$ cat src/lsts_map.vh
// register offsets, field positions, limits and error codes of the list setup block
`ifndef LSTS_MAP_VH
`define LSTS_MAP_VH
// ************************************************************
// register byte addresses
// ************************************************************
`define LSTS_CTRL        8'h00
`define LSTS_LEVEL       8'h04
`define LSTS_DWELL       8'h08
`define LSTS_SAMP_CURR   8'h0c
`define LSTS_SAMP_VOLT   8'h10
`define LSTS_SAMP_WIDTH  8'h14
`define LSTS_TRIG_WIDTH  8'h18
`define LSTS_WAIT        8'h1c
`define LSTS_TRIG_POINT  8'h20
`define LSTS_RES_LO      8'h24
`define LSTS_RES_HI      8'h28
`define LSTS_POINTS      8'h2c
`define LSTS_ERRQ        8'h30
`define LSTS_SAMP_SEL    8'h34
`define LSTS_SAMP_LOC    8'h38
// ************************************************************
// field positions
// ************************************************************
`define LSTS_CTRL_CLEAR  0
`define LSTS_CTRL_RES    1
`define LSTS_LEVEL_CURR  31
`define LSTS_TRIG_POL    16
`define LSTS_AVG_LSB     16
`define LSTS_AVG_MSB     24
// ************************************************************
// limits, times in microseconds
// ************************************************************
`define LSTS_RES_MIN     13'h0f5d
`define LSTS_RES_MAX     13'h170c
`define LSTS_DWELL_MIN   16'h005d
`define LSTS_DWELL_MAX   16'h84d0
`define LSTS_PULSE_MIN   16'h00fa
`define LSTS_PULSE_MAX   16'h84d0
`define LSTS_SAMP_LIMIT  4'h8
`define LSTS_CLOCK_MHZ   100
// ************************************************************
// error codes, two's complement
// ************************************************************
`define LSTS_ERR_CMD     32'hffffff9c
`define LSTS_ERR_CONF    32'hffffff23
`define LSTS_ERR_RANGE   32'hffffff22
`define LSTS_ERR_MUCH    32'hffffff21
`define LSTS_ERR_LEN     32'hffffff1e
`define LSTS_ERRQ_DEPTH  4'h8
`endif

$ cat src/lsts_list_setup.v
// list sample and trigger setup: command checks, pointers, error queue, flag pulse
`timescale 1ns/100ps
`include "lsts_map.vh"

// How it works
// resolution 3933 or 5900 caps level, dwell and trigger points; samples stay capped at 3933
// report dwell bounds, reject dwell outside
// averaging count is power of two
// other averaging counts round down, 0 and 1 lift to 2
// sample appends average-count points
// sample without prior setup gives -221
// host sets sample width before samples
// unequal dwell and level lengths -226
// ninth sample command gives -223
// points beyond 3933 give -223
// sample location readback with list type
// sample width range, second set -100
// reading unset sample width errors
// trigger width makes flag follow pulses
// polarity chooses flag state during pulse
// reading unset trigger width errors
// wait timeout range, reads 0 unset
// trigger point drives flag for width
// trigger point before width gives -221
// trigger point without level gives -221
// clear returns all pointers to zero; sampSel and the error queue pointers keep theirs
// refused commands queue error, list unchanged
module lsts_list_setup #(
	parameter CYCLES_PER_US = `LSTS_CLOCK_MHZ
) (
	input  wire        clock,
	input  wire        rst,
	input  wire [7:0]  address,
	input  wire [31:0] writeData,
	input  wire        writeStrobe,
	input  wire        readStrobe,
	output reg  [31:0] readData,
	output reg         stepValid,
	output reg  [15:0] stepLevel,
	output reg  [8:0]  stepCount,
	output reg         stepSample,
	output reg         stepTrigger,
	input  wire        stepFire,
	input  wire        stepFireTrig,
	input  wire        outputOffFlag,
	output wire        flagConduct
);
	// ************************************************************
	// state
	// ************************************************************
	reg        resMax;
	reg [12:0] levelCount;
	reg [12:0] dwellCount;
	reg        levelSeen;
	reg        listCurrent;
	reg [3:0]  sampleCount;
	reg        sampWidthSet;
	reg [15:0] sampWidth;
	reg        trigWidthSet;
	reg        trigPol;
	reg [15:0] trigWidth;
	reg [15:0] waitTime;
	reg [12:0] sampLoc [0:7];
	reg [2:0]  sampSel;
	reg [21:0] pulseCnt;
	reg [31:0] errMem [0:7];
	reg [2:0]  errHead;
	reg [2:0]  errTail;
	reg [3:0]  errFill;

	wire        wr = writeStrobe;
	wire [15:0] arg = writeData[15:0];
	wire [8:0]  rawAvg = writeData[`LSTS_AVG_MSB:`LSTS_AVG_LSB];
	wire [12:0] pointCap = resMax ? `LSTS_RES_MAX : `LSTS_RES_MIN;
	wire        argPulseOk = (arg >= `LSTS_PULSE_MIN) && (arg <= `LSTS_PULSE_MAX);
	wire        isSample = wr && ((address == `LSTS_SAMP_CURR) ||
		(address == `LSTS_SAMP_VOLT));
	wire        isTrigPt = wr && (address == `LSTS_TRIG_POINT);

	// ************************************************************
	// averaging count: largest permitted power of two not above raw
	// ************************************************************
	reg [8:0] avg;
	always @* begin
		if (rawAvg[8])
			avg = 9'h100;
		else if (rawAvg[7])
			avg = 9'h080;
		else if (rawAvg[6])
			avg = 9'h040;
		else if (rawAvg[5])
			avg = 9'h020;
		else if (rawAvg[4])
			avg = 9'h010;
		else if (rawAvg[3])
			avg = 9'h008;
		else if (rawAvg[2])
			avg = 9'h004;
		else
			avg = 9'h002; // nothing lower is permitted, so 0 and 1 lift to 2
	end

	// ************************************************************
	// command checks; one error at most per cycle
	// ************************************************************
	reg        next_errPush;
	reg [31:0] next_errCode;
	wire [13:0] sampEnd = {1'b0, levelCount} + {5'h00, avg};
	wire [13:0] trigEnd = {1'b0, levelCount} + 14'h0001;
	always @* begin
		next_errPush = 1'b0;
		next_errCode = 32'h00000000;
		if (isSample) begin
			if (!sampWidthSet || !levelSeen) begin
				next_errPush = 1'b1;
				next_errCode = `LSTS_ERR_CONF;
			end else if (levelCount != dwellCount) begin
				next_errPush = 1'b1;
				next_errCode = `LSTS_ERR_LEN;
			end else if (sampleCount == `LSTS_SAMP_LIMIT) begin
				next_errPush = 1'b1;
				next_errCode = `LSTS_ERR_MUCH;
			end else if (sampEnd > {1'b0, `LSTS_RES_MIN}) begin
				next_errPush = 1'b1;
				next_errCode = `LSTS_ERR_MUCH;
			end
		end else if (isTrigPt) begin
			if (!trigWidthSet || !levelSeen) begin
				next_errPush = 1'b1;
				next_errCode = `LSTS_ERR_CONF;
			end else if (levelCount != dwellCount) begin
				next_errPush = 1'b1;
				next_errCode = `LSTS_ERR_LEN;
			end else if (trigEnd > {1'b0, pointCap}) begin
				next_errPush = 1'b1;
				next_errCode = `LSTS_ERR_MUCH;
			end
		end else if (wr) begin
			case (address)
			`LSTS_LEVEL: begin
				if (levelSeen && (listCurrent != writeData[`LSTS_LEVEL_CURR])) begin
					next_errPush = 1'b1;
					next_errCode = `LSTS_ERR_CONF;
				end else if (levelCount == pointCap) begin
					next_errPush = 1'b1;
					next_errCode = `LSTS_ERR_MUCH;
				end
			end
			`LSTS_DWELL: begin
				if ((arg < `LSTS_DWELL_MIN) || (arg > `LSTS_DWELL_MAX)) begin
					next_errPush = 1'b1;
					next_errCode = `LSTS_ERR_RANGE;
				end else if (dwellCount == pointCap) begin
					next_errPush = 1'b1;
					next_errCode = `LSTS_ERR_MUCH;
				end
			end
			`LSTS_SAMP_WIDTH: begin
				if (sampWidthSet) begin
					next_errPush = 1'b1;
					next_errCode = `LSTS_ERR_CMD;
				end else if (!argPulseOk) begin
					next_errPush = 1'b1;
					next_errCode = `LSTS_ERR_RANGE;
				end
			end
			`LSTS_TRIG_WIDTH, `LSTS_WAIT: begin
				if (!argPulseOk) begin
					next_errPush = 1'b1;
					next_errCode = `LSTS_ERR_RANGE;
				end
			end
			default: begin
				next_errPush = 1'b0;
			end
			endcase
		end else if (readStrobe && (address == `LSTS_SAMP_WIDTH) && !sampWidthSet) begin
			next_errPush = 1'b1;
			next_errCode = `LSTS_ERR_CMD;
		end else if (readStrobe && (address == `LSTS_TRIG_WIDTH) && !trigWidthSet) begin
			next_errPush = 1'b1;
			next_errCode = `LSTS_ERR_CMD;
		end
	end

	wire accept = wr && !next_errPush;
	wire clearCmd = accept && (address == `LSTS_CTRL) && writeData[`LSTS_CTRL_CLEAR];

	// ************************************************************
	// list pointers and settings; refused writes change nothing
	// ************************************************************
	always @(posedge clock or posedge rst) begin
		if (rst) begin
			resMax <= 1'b0;
			levelCount <= 13'h0000;
			dwellCount <= 13'h0000;
			levelSeen <= 1'b0;
			listCurrent <= 1'b0;
			sampleCount <= 4'h0;
			sampWidthSet <= 1'b0;
			sampWidth <= 16'h0000;
			trigWidthSet <= 1'b0;
			trigPol <= 1'b0;
			trigWidth <= 16'h0000;
			waitTime <= 16'h0000;
			sampSel <= 3'h0;
		end else if (clearCmd) begin
			// level, dwell and sample counts back to zero, setup flags forgotten; sampSel and error queue kept
			resMax <= writeData[`LSTS_CTRL_RES];
			levelCount <= 13'h0000;
			dwellCount <= 13'h0000;
			levelSeen <= 1'b0;
			sampleCount <= 4'h0;
			sampWidthSet <= 1'b0;
			trigWidthSet <= 1'b0; // flag back to output state
			waitTime <= 16'h0000;
		end else if (accept) begin
			case (address)
			`LSTS_CTRL: begin
				resMax <= writeData[`LSTS_CTRL_RES];
			end
			`LSTS_LEVEL: begin
				levelCount <= levelCount + 13'h0001;
				levelSeen <= 1'b1;
				listCurrent <= writeData[`LSTS_LEVEL_CURR];
			end
			`LSTS_DWELL: begin
				dwellCount <= dwellCount + 13'h0001;
			end
			`LSTS_SAMP_CURR, `LSTS_SAMP_VOLT: begin
				// sample points carry their own hold, so both lists grow alike
				levelCount <= sampEnd[12:0];
				dwellCount <= sampEnd[12:0];
				sampleCount <= sampleCount + 4'h1;
			end
			`LSTS_TRIG_POINT: begin
				levelCount <= trigEnd[12:0];
				dwellCount <= trigEnd[12:0];
			end
			`LSTS_SAMP_WIDTH: begin
				sampWidth <= arg;
				sampWidthSet <= 1'b1;
			end
			`LSTS_TRIG_WIDTH: begin
				trigWidth <= arg;
				trigPol <= writeData[`LSTS_TRIG_POL];
				trigWidthSet <= 1'b1;
			end
			`LSTS_WAIT: begin
				waitTime <= arg;
			end
			`LSTS_SAMP_SEL: begin
				sampSel <= writeData[2:0];
			end
			default: begin
				sampSel <= sampSel;
			end
			endcase
		end
	end

	// ************************************************************
	// sample locations, point after which each sample is taken
	// ************************************************************
	genvar gi;
	generate
		for (gi = 0; gi < 8; gi = gi + 1) begin : gLoc
			always @(posedge clock or posedge rst) begin
				if (rst)
					sampLoc[gi] <= 13'h0000;
				else if (accept && isSample && (sampleCount == gi))
					sampLoc[gi] <= sampEnd[12:0] - 13'h0001;
			end
		end
	endgenerate

	// ************************************************************
	// step output toward the sequencer table
	// ************************************************************
	always @(posedge clock or posedge rst) begin
		if (rst) begin
			stepValid <= 1'b0;
			stepLevel <= 16'h0000;
			stepCount <= 9'h000;
			stepSample <= 1'b0;
			stepTrigger <= 1'b0;
		end else begin
			stepValid <= accept && (isSample || isTrigPt);
			stepLevel <= arg;
			stepCount <= isSample ? avg : 9'h001;
			stepSample <= isSample;
			stepTrigger <= isTrigPt;
		end
	end

	// ************************************************************
	// trigger pulse on the output-off flag
	// ************************************************************
	// 22 bits hold the longest width; the product stays inside 32 bits
	wire [31:0] pulseLoad = trigWidth * CYCLES_PER_US;
	always @(posedge clock or posedge rst) begin
		if (rst)
			pulseCnt <= 22'h000000;
		else if (clearCmd)
			pulseCnt <= 22'h000000;
		else if (stepFire && stepFireTrig && trigWidthSet)
			pulseCnt <= pulseLoad[21:0];
		else if (pulseCnt != 22'h000000)
			pulseCnt <= pulseCnt - 22'h000001;
	end
	wire pulseOn = (pulseCnt != 22'h000000);
	// polarity picks the conducting state while the pulse runs
	assign flagConduct = trigWidthSet ? (pulseOn ? trigPol : ~trigPol) : outputOffFlag;

	// ************************************************************
	// error queue; a full queue drops the newest code
	// ************************************************************
	wire errPop = readStrobe && (address == `LSTS_ERRQ) && (errFill != 4'h0);
	wire errPush = next_errPush && (errFill != `LSTS_ERRQ_DEPTH);
	always @(posedge clock or posedge rst) begin
		if (rst) begin
			errHead <= 3'h0;
			errTail <= 3'h0;
			errFill <= 4'h0;
		end else begin
			if (errPush)
				errTail <= errTail + 3'h1;
			if (errPop)
				errHead <= errHead + 3'h1;
			if (errPush && !errPop)
				errFill <= errFill + 4'h1;
			else if (errPop && !errPush)
				errFill <= errFill - 4'h1;
		end
	end
	always @(posedge clock) begin
		if (errPush)
			errMem[errTail] <= next_errCode;
	end

	// ************************************************************
	// read port, data one cycle after the strobe
	// ************************************************************
	always @(posedge clock or posedge rst) begin
		if (rst) begin
			readData <= 32'h00000000;
		end else if (readStrobe) begin
			case (address)
			`LSTS_CTRL: readData <= {30'h00000000, resMax, 1'b0};
			`LSTS_SAMP_WIDTH: readData <= sampWidthSet ? {16'h0000, sampWidth} : 32'h00000000;
			`LSTS_TRIG_WIDTH: readData <= trigWidthSet ?
				{15'h0000, trigPol, trigWidth} : 32'h00000000;
			`LSTS_WAIT: readData <= {16'h0000, waitTime};
			`LSTS_RES_LO: readData <= {16'h0000, `LSTS_DWELL_MIN};
			`LSTS_RES_HI: readData <= {16'h0000, `LSTS_DWELL_MAX};
			`LSTS_POINTS: readData <= {3'h0, levelCount, 3'h0, pointCap};
			`LSTS_ERRQ: readData <= (errFill != 4'h0) ? errMem[errHead] : 32'h00000000;
			`LSTS_SAMP_SEL: readData <= {28'h0000000, sampleCount};
			`LSTS_SAMP_LOC: readData <= {listCurrent, 14'h0000, (sampSel < sampleCount),
				3'h0, sampLoc[sampSel]};
			default: readData <= 32'h00000000;
			endcase
		end else begin
			readData <= 32'h00000000;
		end
	end
endmodule

$ cat config.mk
export PLATFORM = sky130hd
export DESIGN_NAME = lsts_list_setup
export DESIGN_NICKNAME = d
export VERILOG_FILES = /design/src/lsts_list_setup.v
export VERILOG_INCLUDE_DIRS = /design/src
export SDC_FILE = /design/constraint.sdc
export NUM_CORES = 1
export LEC_CHECK = 0
export BUFFER_PORTS_ARGS = -buffer_cell sky130_fd_sc_hd__buf_2
export CORE_MARGIN = 2
export CORE_UTILIZATION = 31
export DETAILED_ROUTE_END_ITERATION = 8
export PLACE_DENSITY = 0.51
export SYNTH_ARGS = -nofsm -noshare
export SYNTH_HDL_FRONTEND = slang
export SYNTH_SLANG_ARGS = --single-unit
$ cat constraint.sdc
create_clock -name clock -period 9.7 [get_ports clock]
set_input_delay 0.97 -clock clock [delete_from_list [all_inputs] [get_ports clock]]
set_output_delay 0.97 -clock clock [all_outputs]
set_load 0.05 [all_outputs]
==> out/summary.txt, run 1 <==
dominant synthesized flop cell = dfrtp_1
CP startpoint = writeData[24]
Psw = 931.5 uW
Avg Cell Area, Syn = 11.20 um^2
number of setup buffers added after CTS = 0
Worst path depth = 18
depth of the worst register-to-register path = 15
Final #Nets = 1,842
status = finished clean
I/O pins = 108
Ys Warns = 0
Slew headroom = 22.43%
RSZ-0062 raised after global routing = no
number of global-route vias before repair = 13,420
Synth area leaders = dfrtp_1 (39%), mux2_2 (8.3%), edfxtp_1 (7.9%)
Crit Path Category = input port to flop
max-cap viol count = 0
crit path DAT = 5.94 ns
Fmax = 0.1735 GHz
CP Cell Sequence = buf_2 > nor3_1 > nand2b_1 > nor4_1 > ha_1 > inv_1 > fa_1 > nor2b_1 > o31a_1 > o21ai_2 > xnor2_1 > and3_1 > a41oi_2 > nand3_1 > nand2_1 > inv_1 > nand2_1 > nor3b_1
Die H = 246.4 um
Worst R2R End = errMem[6][30]$_DFFE_PP_
root buffer cell = clkbuf_16
setup tns final = 0 ns
die area = 60,730 um^2
Overall Global Routing Usage = 17.86%
#FFs+latches synth = 330
Yosys top cell by area = dfrtp_1
Synth top area share = 38.73%
Area Growth Syn to Fin = 14.74%
FP Rows = 88
Mapped Area = 18,220 um^2
Worst Skew = 0.01820 ns
final WL = 53.13 mm
global-route wire length before repair = 82.58 mm
layout cell share with drive strength beyond 1 = 22.95%
Clock Sinks = 330
WP buf/inv = 3
WP data required = 9.87 ns
Clock transition at path regs = 0.06 ns
placed wire-length estimate = 37.58 mm
initial antenna violation count = 4
grt total ovfl = 0
Critical Path Fanout Max = 9
Reg2Reg Setup Slack = 3.98 ns
initial DRC count = 915
switch share = 26.12%
post-synthesis cell type count = 81
CP delay by family, top = simple AND/OR/NAND/NOR gates
Flop pwr share = 43.5%
routability congestion estimate = 0.8767
Port Buf Inserts = 100
crit end category = flop
sequential-to-total area share from yosys stat = 46.65%
vias post-DR = 13,330
fin. max-slew vios = 0
Post-synth EDFFs = 48
starting density of the core = 31.46%
syn nets = 1,766
Ant. Diodes = 0
Crit-path slowest cell = nor3b_1
peak supply drop = 0.1061 mV
Comb power frac = 11.2%
vias per cell = 5.342
worst skew pair latency = 0.57 ns
Int Pwr = 2634 uW
Antenna Nets Post-Route = 0
total core area = 57,920 um^2
Clk network pwr share = 45.2%
Fin. Hold Viols = 0
CTS tree = done
Hold/Removal Path Class = flop to flop
Worst Tran Pin Value = 1.157 ns
htree depth = 2
Final setup viols = 0
Tcrit/Tclk final = 59.41%
post-CTS sizing = 0
Synth Instances = 1,627
Pleak = 0.009554 uW
CTS max path bufs = 3
hold_buf cts = 0
die width = 246.4 um
FFs w/ async S/R, synth = 85.45%
minimum clock period = 5.763 ns
DRT Pass-1 Iters = 5
r2r startpoint = levelCount[2]$_DFFE_PP0P_
largest net degree at the start of global routing = 127
post-route DRC violation count = 0
WL/cell = 21.29 um
P per Cell Area = 170.6 nW/um^2
CTS Buf Count = 40
end point of the critical path = errMem[6][30]$_DFFE_PP_
crit start category = input port
slowest cell delay on critical path = 0.92 ns
Finished Core Util = 36.10%
Hold WS = 0.4901 ns
==> per-stage QoR <==
step	setup slack [ns]	instance area, um^2	power, uW	instances
finish	3.937	20910	3566	2495
global route	3.405	20910	3739	2495
CTS	3.867	20910	3616	2495
detailed placement	3.292	19500	1979	2426
global placement	3.373	19500	1968	2426
floorplan	0.9511	18220	1843	1627
==> layout make-up <==
cell class | count | area (um^2)
well taps | 765 | 957.2
repair buffers | 120 | 663.1
clock buffers | 58 | 1191
multi-input cells | 1120 | 9031
fillers | 5780 | 37010
inverters | 91 | 349.1
clock inverters | 11 | 214.0
flip-flops and latches | 330 | 8499
==> worst min path at each step <==
stage | startpoint | endpoint | cells past startpoint
global route | sampLoc[24]$_DFFE_PP0P_ | sampLoc[24]$_DFFE_PP0P_ | 1
global placement | sampLoc[39]$_DFFE_PP0P_ | sampLoc[39]$_DFFE_PP0P_ | 1
CTS | sampLoc[48]$_DFFE_PP0P_ | sampLoc[48]$_DFFE_PP0P_ | 1
floorplan | sampLoc[13]$_DFFE_PP0P_ | sampLoc[13]$_DFFE_PP0P_ | 1
finish | sampLoc[48]$_DFFE_PP0P_ | sampLoc[48]$_DFFE_PP0P_ | 1
detailed placement | sampLoc[48]$_DFFE_PP0P_ | sampLoc[48]$_DFFE_PP0P_ | 1
==> routing by layer <==
layer | share of wire (%) | up-vias | wire length (um) | global-route usage (%)
li1 | - | 6115 | - | -
met1 | 45 | 6775 | 23940 | 24.85
met2 | 47 | 350 | 24900 | 28.37
met3 | 5.4 | 88 | 2851 | 2.865
met4 | 2.7 | 0 | 1429 | 5.687
met5 | 0 | - | 0 | 0
==> cell usage after synthesis, types with 8 or more instances <==
master	count
mux2_2	135
a21o_1	11
a211oi_1	24
buf_2	21
fa_1	13
nor3_1	37
mux4_2	38
a22o_1	22
o21ai_0	70
mux2_4	9
buf_1	8
dfrtp_1	282
or3_1	11
edfxtp_1	48
o21a_1	12
a31oi_1	12
o22ai_1	10
clkbuf_1	49
a222oi_1	10
mux2i_1	21
xor2_1	33
xnor2_1	50
nor4_1	23
a21oi_1	78
inv_1	91
ha_1	79
and2_1	12
nand4_1	16
and3_1	19
nand2_1	104
nor2_1	109
nand3_1	35
==> cell usage in the layout (no fill, tap or decap), drive strengths merged, types with 7 or more instances in the layout <==
master	count
dfrtp	282
mux2	151
buf	120
nor2	109
nand2	105
inv	92
ha	79
a21oi	78
o21ai	74
clkbuf	58
xnor2	50
edfxtp	48
nand3	41
mux4	38
nor3	37
xor2	33
a211oi	24
nor4	24
a22o	22
mux2i	21
and3	19
nand4	17
fa	13
o21a	12
and2	12
a31oi	12
a21o	11
or3	11
o22ai	11
a222oi	10
nor2b	7
a22oi	7
nand2b	7
a221oi	7
==> cell families (layout without fill, tap and decap cells) <==
group           Yosys count  after routing  share of synthesized area (%)
simple gates            419            419                          11.53
compound gates          316            316                          11.63
fa+ha+maj                92             92                          6.854
xor+xnor                 83             83                          3.990
mux                     210            210                          15.37
buf+inv                 177            280                          3.976
flops                   330            330                          46.65
==> registers in the layout, summed over array words and instances, names as in the netlist, 3 cells and up <==
| name | flops |
|---|---|
| sampLoc | 104 |
| errMem | 48 |
| readData | 31 |
| pulseCnt | 22 |
| sampWidth | 16 |
| stepLevel | 16 |
| trigWidth | 16 |
| waitTime | 16 |
| dwellCount | 13 |
| levelCount | 13 |
| stepCount | 9 |
| errFill | 4 |
| sampleCount | 4 |
| errHead | 3 |
| errTail | 3 |
| sampSel | 3 |
==> power groups by stage <==
stage	Combinational [uW]	Sequential, uW	Clock, uW
2_1_floorplan	296	1550	0
3_3_place_gp	396	1570	0
6_report	400	1550	1610
4_1_cts	407	1550	1660
3_5_place_dp	403	1580	0
5_1_grt	453	1560	1720
(Power assumes the default switching activity.)
==> run 2, diff against run 1 <==
--- a/config.mk
+++ b/config.mk
@@ -10,7 +10,7 @@
 export CORE_MARGIN = 2
 export CORE_UTILIZATION = 31
 export DETAILED_ROUTE_END_ITERATION = 8
-export PLACE_DENSITY = 0.51
+export PLACE_DENSITY = 0.53
 export SYNTH_ARGS = -nofsm -noshare
 export SYNTH_HDL_FRONTEND = slang
 export SYNTH_SLANG_ARGS = --single-unit
==> constraint.sdc (replaced) <==
create_clock -name clock -period 4.7 [get_ports clock]
set_input_delay 0.47 -clock clock [delete_from_list [all_inputs] [get_ports clock]]
set_output_delay 0.47 -clock clock [all_outputs]
set_load 0.05 [all_outputs]
==> run 2 against run 1 <==
Non-clock buffer count rose by 87. Clock power rose by 92%. Setup slack got worse by 3.7 ns. Critical endpoint is now errFill[3]$_DFFE_PP0P_.
==> out/summary.txt, run 2 (synthesized netlist as in run 1, its figures left out) <==
final WL = 54.03 mm
die width = 246.4 um
CTS tree = done
most common cell after layout, fill and taps aside = dfrtp_1
grt total ovfl = 0
Clk network pwr share = 43.1%
CTS max path bufs = 3
placed wire-length estimate = 38.81 mm
largest net degree at the start of global routing = 152
CP Cell Sequence = nand3_1 > or2_2 > nor2_1 > and2_1 > xnor2_1 > inv_1 > ha_1 > nand2_1 > a2111oi_2 > mux2_1 > o22a_2 > nand3_1 > nand2_1 > inv_1 > ha_1 > inv_1 > ha_1 > a21o_1 > a21oi_1 > xnor2_1 > nor2_1 > xor2_1
number of global-route vias before repair = 13,740
root buffer cell = clkbuf_16
fin. max-slew vios = 0
slowest cell delay on critical path = 0.42 ns
Largest register FFs = 104
post-route cell area = 21,490 um^2
post-route DRC violation count = 0
Int Pwr = 5223 uW
area of placed instances = 20,170 um^2
number of setup buffers added after CTS = 0
Die H = 246.4 um
total core area = 57,920 um^2
r2r startpoint = levelCount[5]$_DFFE_PP0P_
CTS Buf Count = 40
Tcrit/Tclk final = 94.24%
Crit-path slowest cell = mux2_1
post-CTS sizing = 0
crit start category = flop
status = finished clean
Area Growth Syn to Fin = 17.95%
Flop pwr share = 44.2%
max-cap viol count = 0
WL met1 = 24.71 mm
Final setup viols = 0
worst skew pair latency = 0.57 ns
register with the most flip-flops = sampLoc
Worst Tran Pin Value = 1.186 ns
Ant. Diodes = 0
htree depth = 2
minimum clock period = 4.429 ns
Hold/Removal Path Class = input port to async pin
RSZ-0062 raised after global routing = no
peak supply drop = 0.2230 mV
switch share = 27.06%
vias post-DR = 13,640
Psw = 1937 uW
Clock transition at path regs = 0.06 ns
Clock Sinks = 330
Fmax = 0.2258 GHz
top layer in use = met4
Worst R2R End = errFill[3]$_DFFE_PP0P_
setup tns final = 0 ns
Overall Global Routing Usage = 17.89%
crit end category = flop
Critical Path Fanout Max = 4
routability congestion estimate = 0.9034
dpl ws = -0.03122 ns
Hold WS = 0.05603 ns
initial DRC count = 1,046
global-route wire length before repair = 83.06 mm
Slew headroom = 20.49%
initial antenna violation count = 1
Worst Skew = 0.03037 ns
Crit Path Category = flop to flop
Pleak = 0.009931 uW
depth of the worst register-to-register path = 22
Antenna Nets Post-Route = 0
hold_buf cts = 0
Worst Slack Setup Final = 0.2709 ns
vias per cell = 5.271
P per Cell Area = 333.2 nW/um^2
Largest regs = sampLoc (104), errMem (48), readData (31)
met3 routed WL = 2.593 mm
WP buf/inv = 3
WP data required = 5.15 ns
Port Buf Inserts = 100
CP delay by family, top = simple AND/OR/NAND/NOR gates
crit path DAT = 4.88 ns
Reg2Reg Setup Slack = 0.27 ns
FP Rows = 88
Final #Nets = 1,929
Comb power frac = 12.7%
starting density of the core = 31.46%
Fin. Hold Viols = 0
WL/cell = 20.89 um
layout cell share with drive strength beyond 1 = 26.34%
I/O pins = 108
DRT Pass-1 Iters = 5
commonest cells after routing, fill and taps aside = dfrtp_1 (282), mux2_2 (135), nor2_1 (109)
met2 wire len = 25.75 mm
die area = 60,730 um^2
-- run 2: metal layers --
| layer | vias to the layer above | track usage (%) |
|---|---|---|
| met1 | 6914 | 24.93 |
| met5 | - | 0 |
| met2 | 377 | 29.44 |
| met4 | 0 | 4.500 |
| met3 | 56 | 2.211 |
| li1 | 6290 | - |
-- run 2: metrics by stage --
step	cells	total power, uW	util, %
after floorplan	1627	3804	-
after global placement	2513	4104	34.83
after detailed placement	2513	4121	34.83
after CTS	2587	7250	37.10
after global routing	2587	7482	37.10
final	2587	7160	37.10
-- run 2: final cells by class --
| cell class | count | area [um^2] |
|---|---|---|
| sequential | 330 | 8498 |
| timing repair buffer | 207 | 1341 |
| fill | 5795 | 36430 |
| clock inverter | 11 | 150.1 |
| multi-input combinational | 1120 | 9029 |
| inverter | 91 | 345.3 |
| tap | 765 | 957.2 |
| clock buffer | 63 | 1167 |
-- run 2: power groups by stage --
| stage | Combinational [uW] | Clock [uW] | Sequential [uW] |
|---|---|---|---|
| 4_1_cts | 915 | 3170 | 3160 |
| 3_3_place_gp | 895 | 0 | 3210 |
| 6_report | 908 | 3090 | 3170 |
| 3_5_place_dp | 906 | 0 | 3220 |
| 5_1_grt | 1020 | 3280 | 3180 |
| 2_1_floorplan | 611 | 0 | 3190 |
-- run 2: how the worst max path moves through the flow --
stage | slack, ns | start | endpoint | cells past startpoint
after floorplan | 0.06 | writeData[23] | errFill[3]$_DFFE_PP0P_ | 23
after global placement | 0.007 | writeData[23] | errFill[3]$_DFFE_PP0P_ | 25
after detailed placement | -0.03 | writeData[23] | errFill[3]$_DFFE_PP0P_ | 25
after CTS | 0.29 | levelCount[5]$_DFFE_PP0P_ | errFill[3]$_DFFE_PP0P_ | 22
after global routing | 0.11 | levelCount[6]$_DFFE_PP0P_ | errFill[3]$_DFFE_PP0P_ | 22
final | 0.27 | levelCount[5]$_DFFE_PP0P_ | errFill[3]$_DFFE_PP0P_ | 22
-- run 2: worst register-to-register path, cell delays in order, from the launching register on --
cell and delay [ns]:
dfrtp_1 0.35, nand3_1 0.14, or2_2 0.34, nor2_1 0.19
and2_1 0.17, xnor2_1 0.14, inv_1 0.09, ha_1 0.31
nand2_1 0.08, a2111oi_2 0.32, mux2_1 0.42, o22a_2 0.23
nand3_1 0.17, nand2_1 0.10, inv_1 0.09, ha_1 0.16
inv_1 0.06, ha_1 0.27, a21o_1 0.18, a21oi_1 0.17
xnor2_1 0.14, nor2_1 0.06, xor2_1 0.14
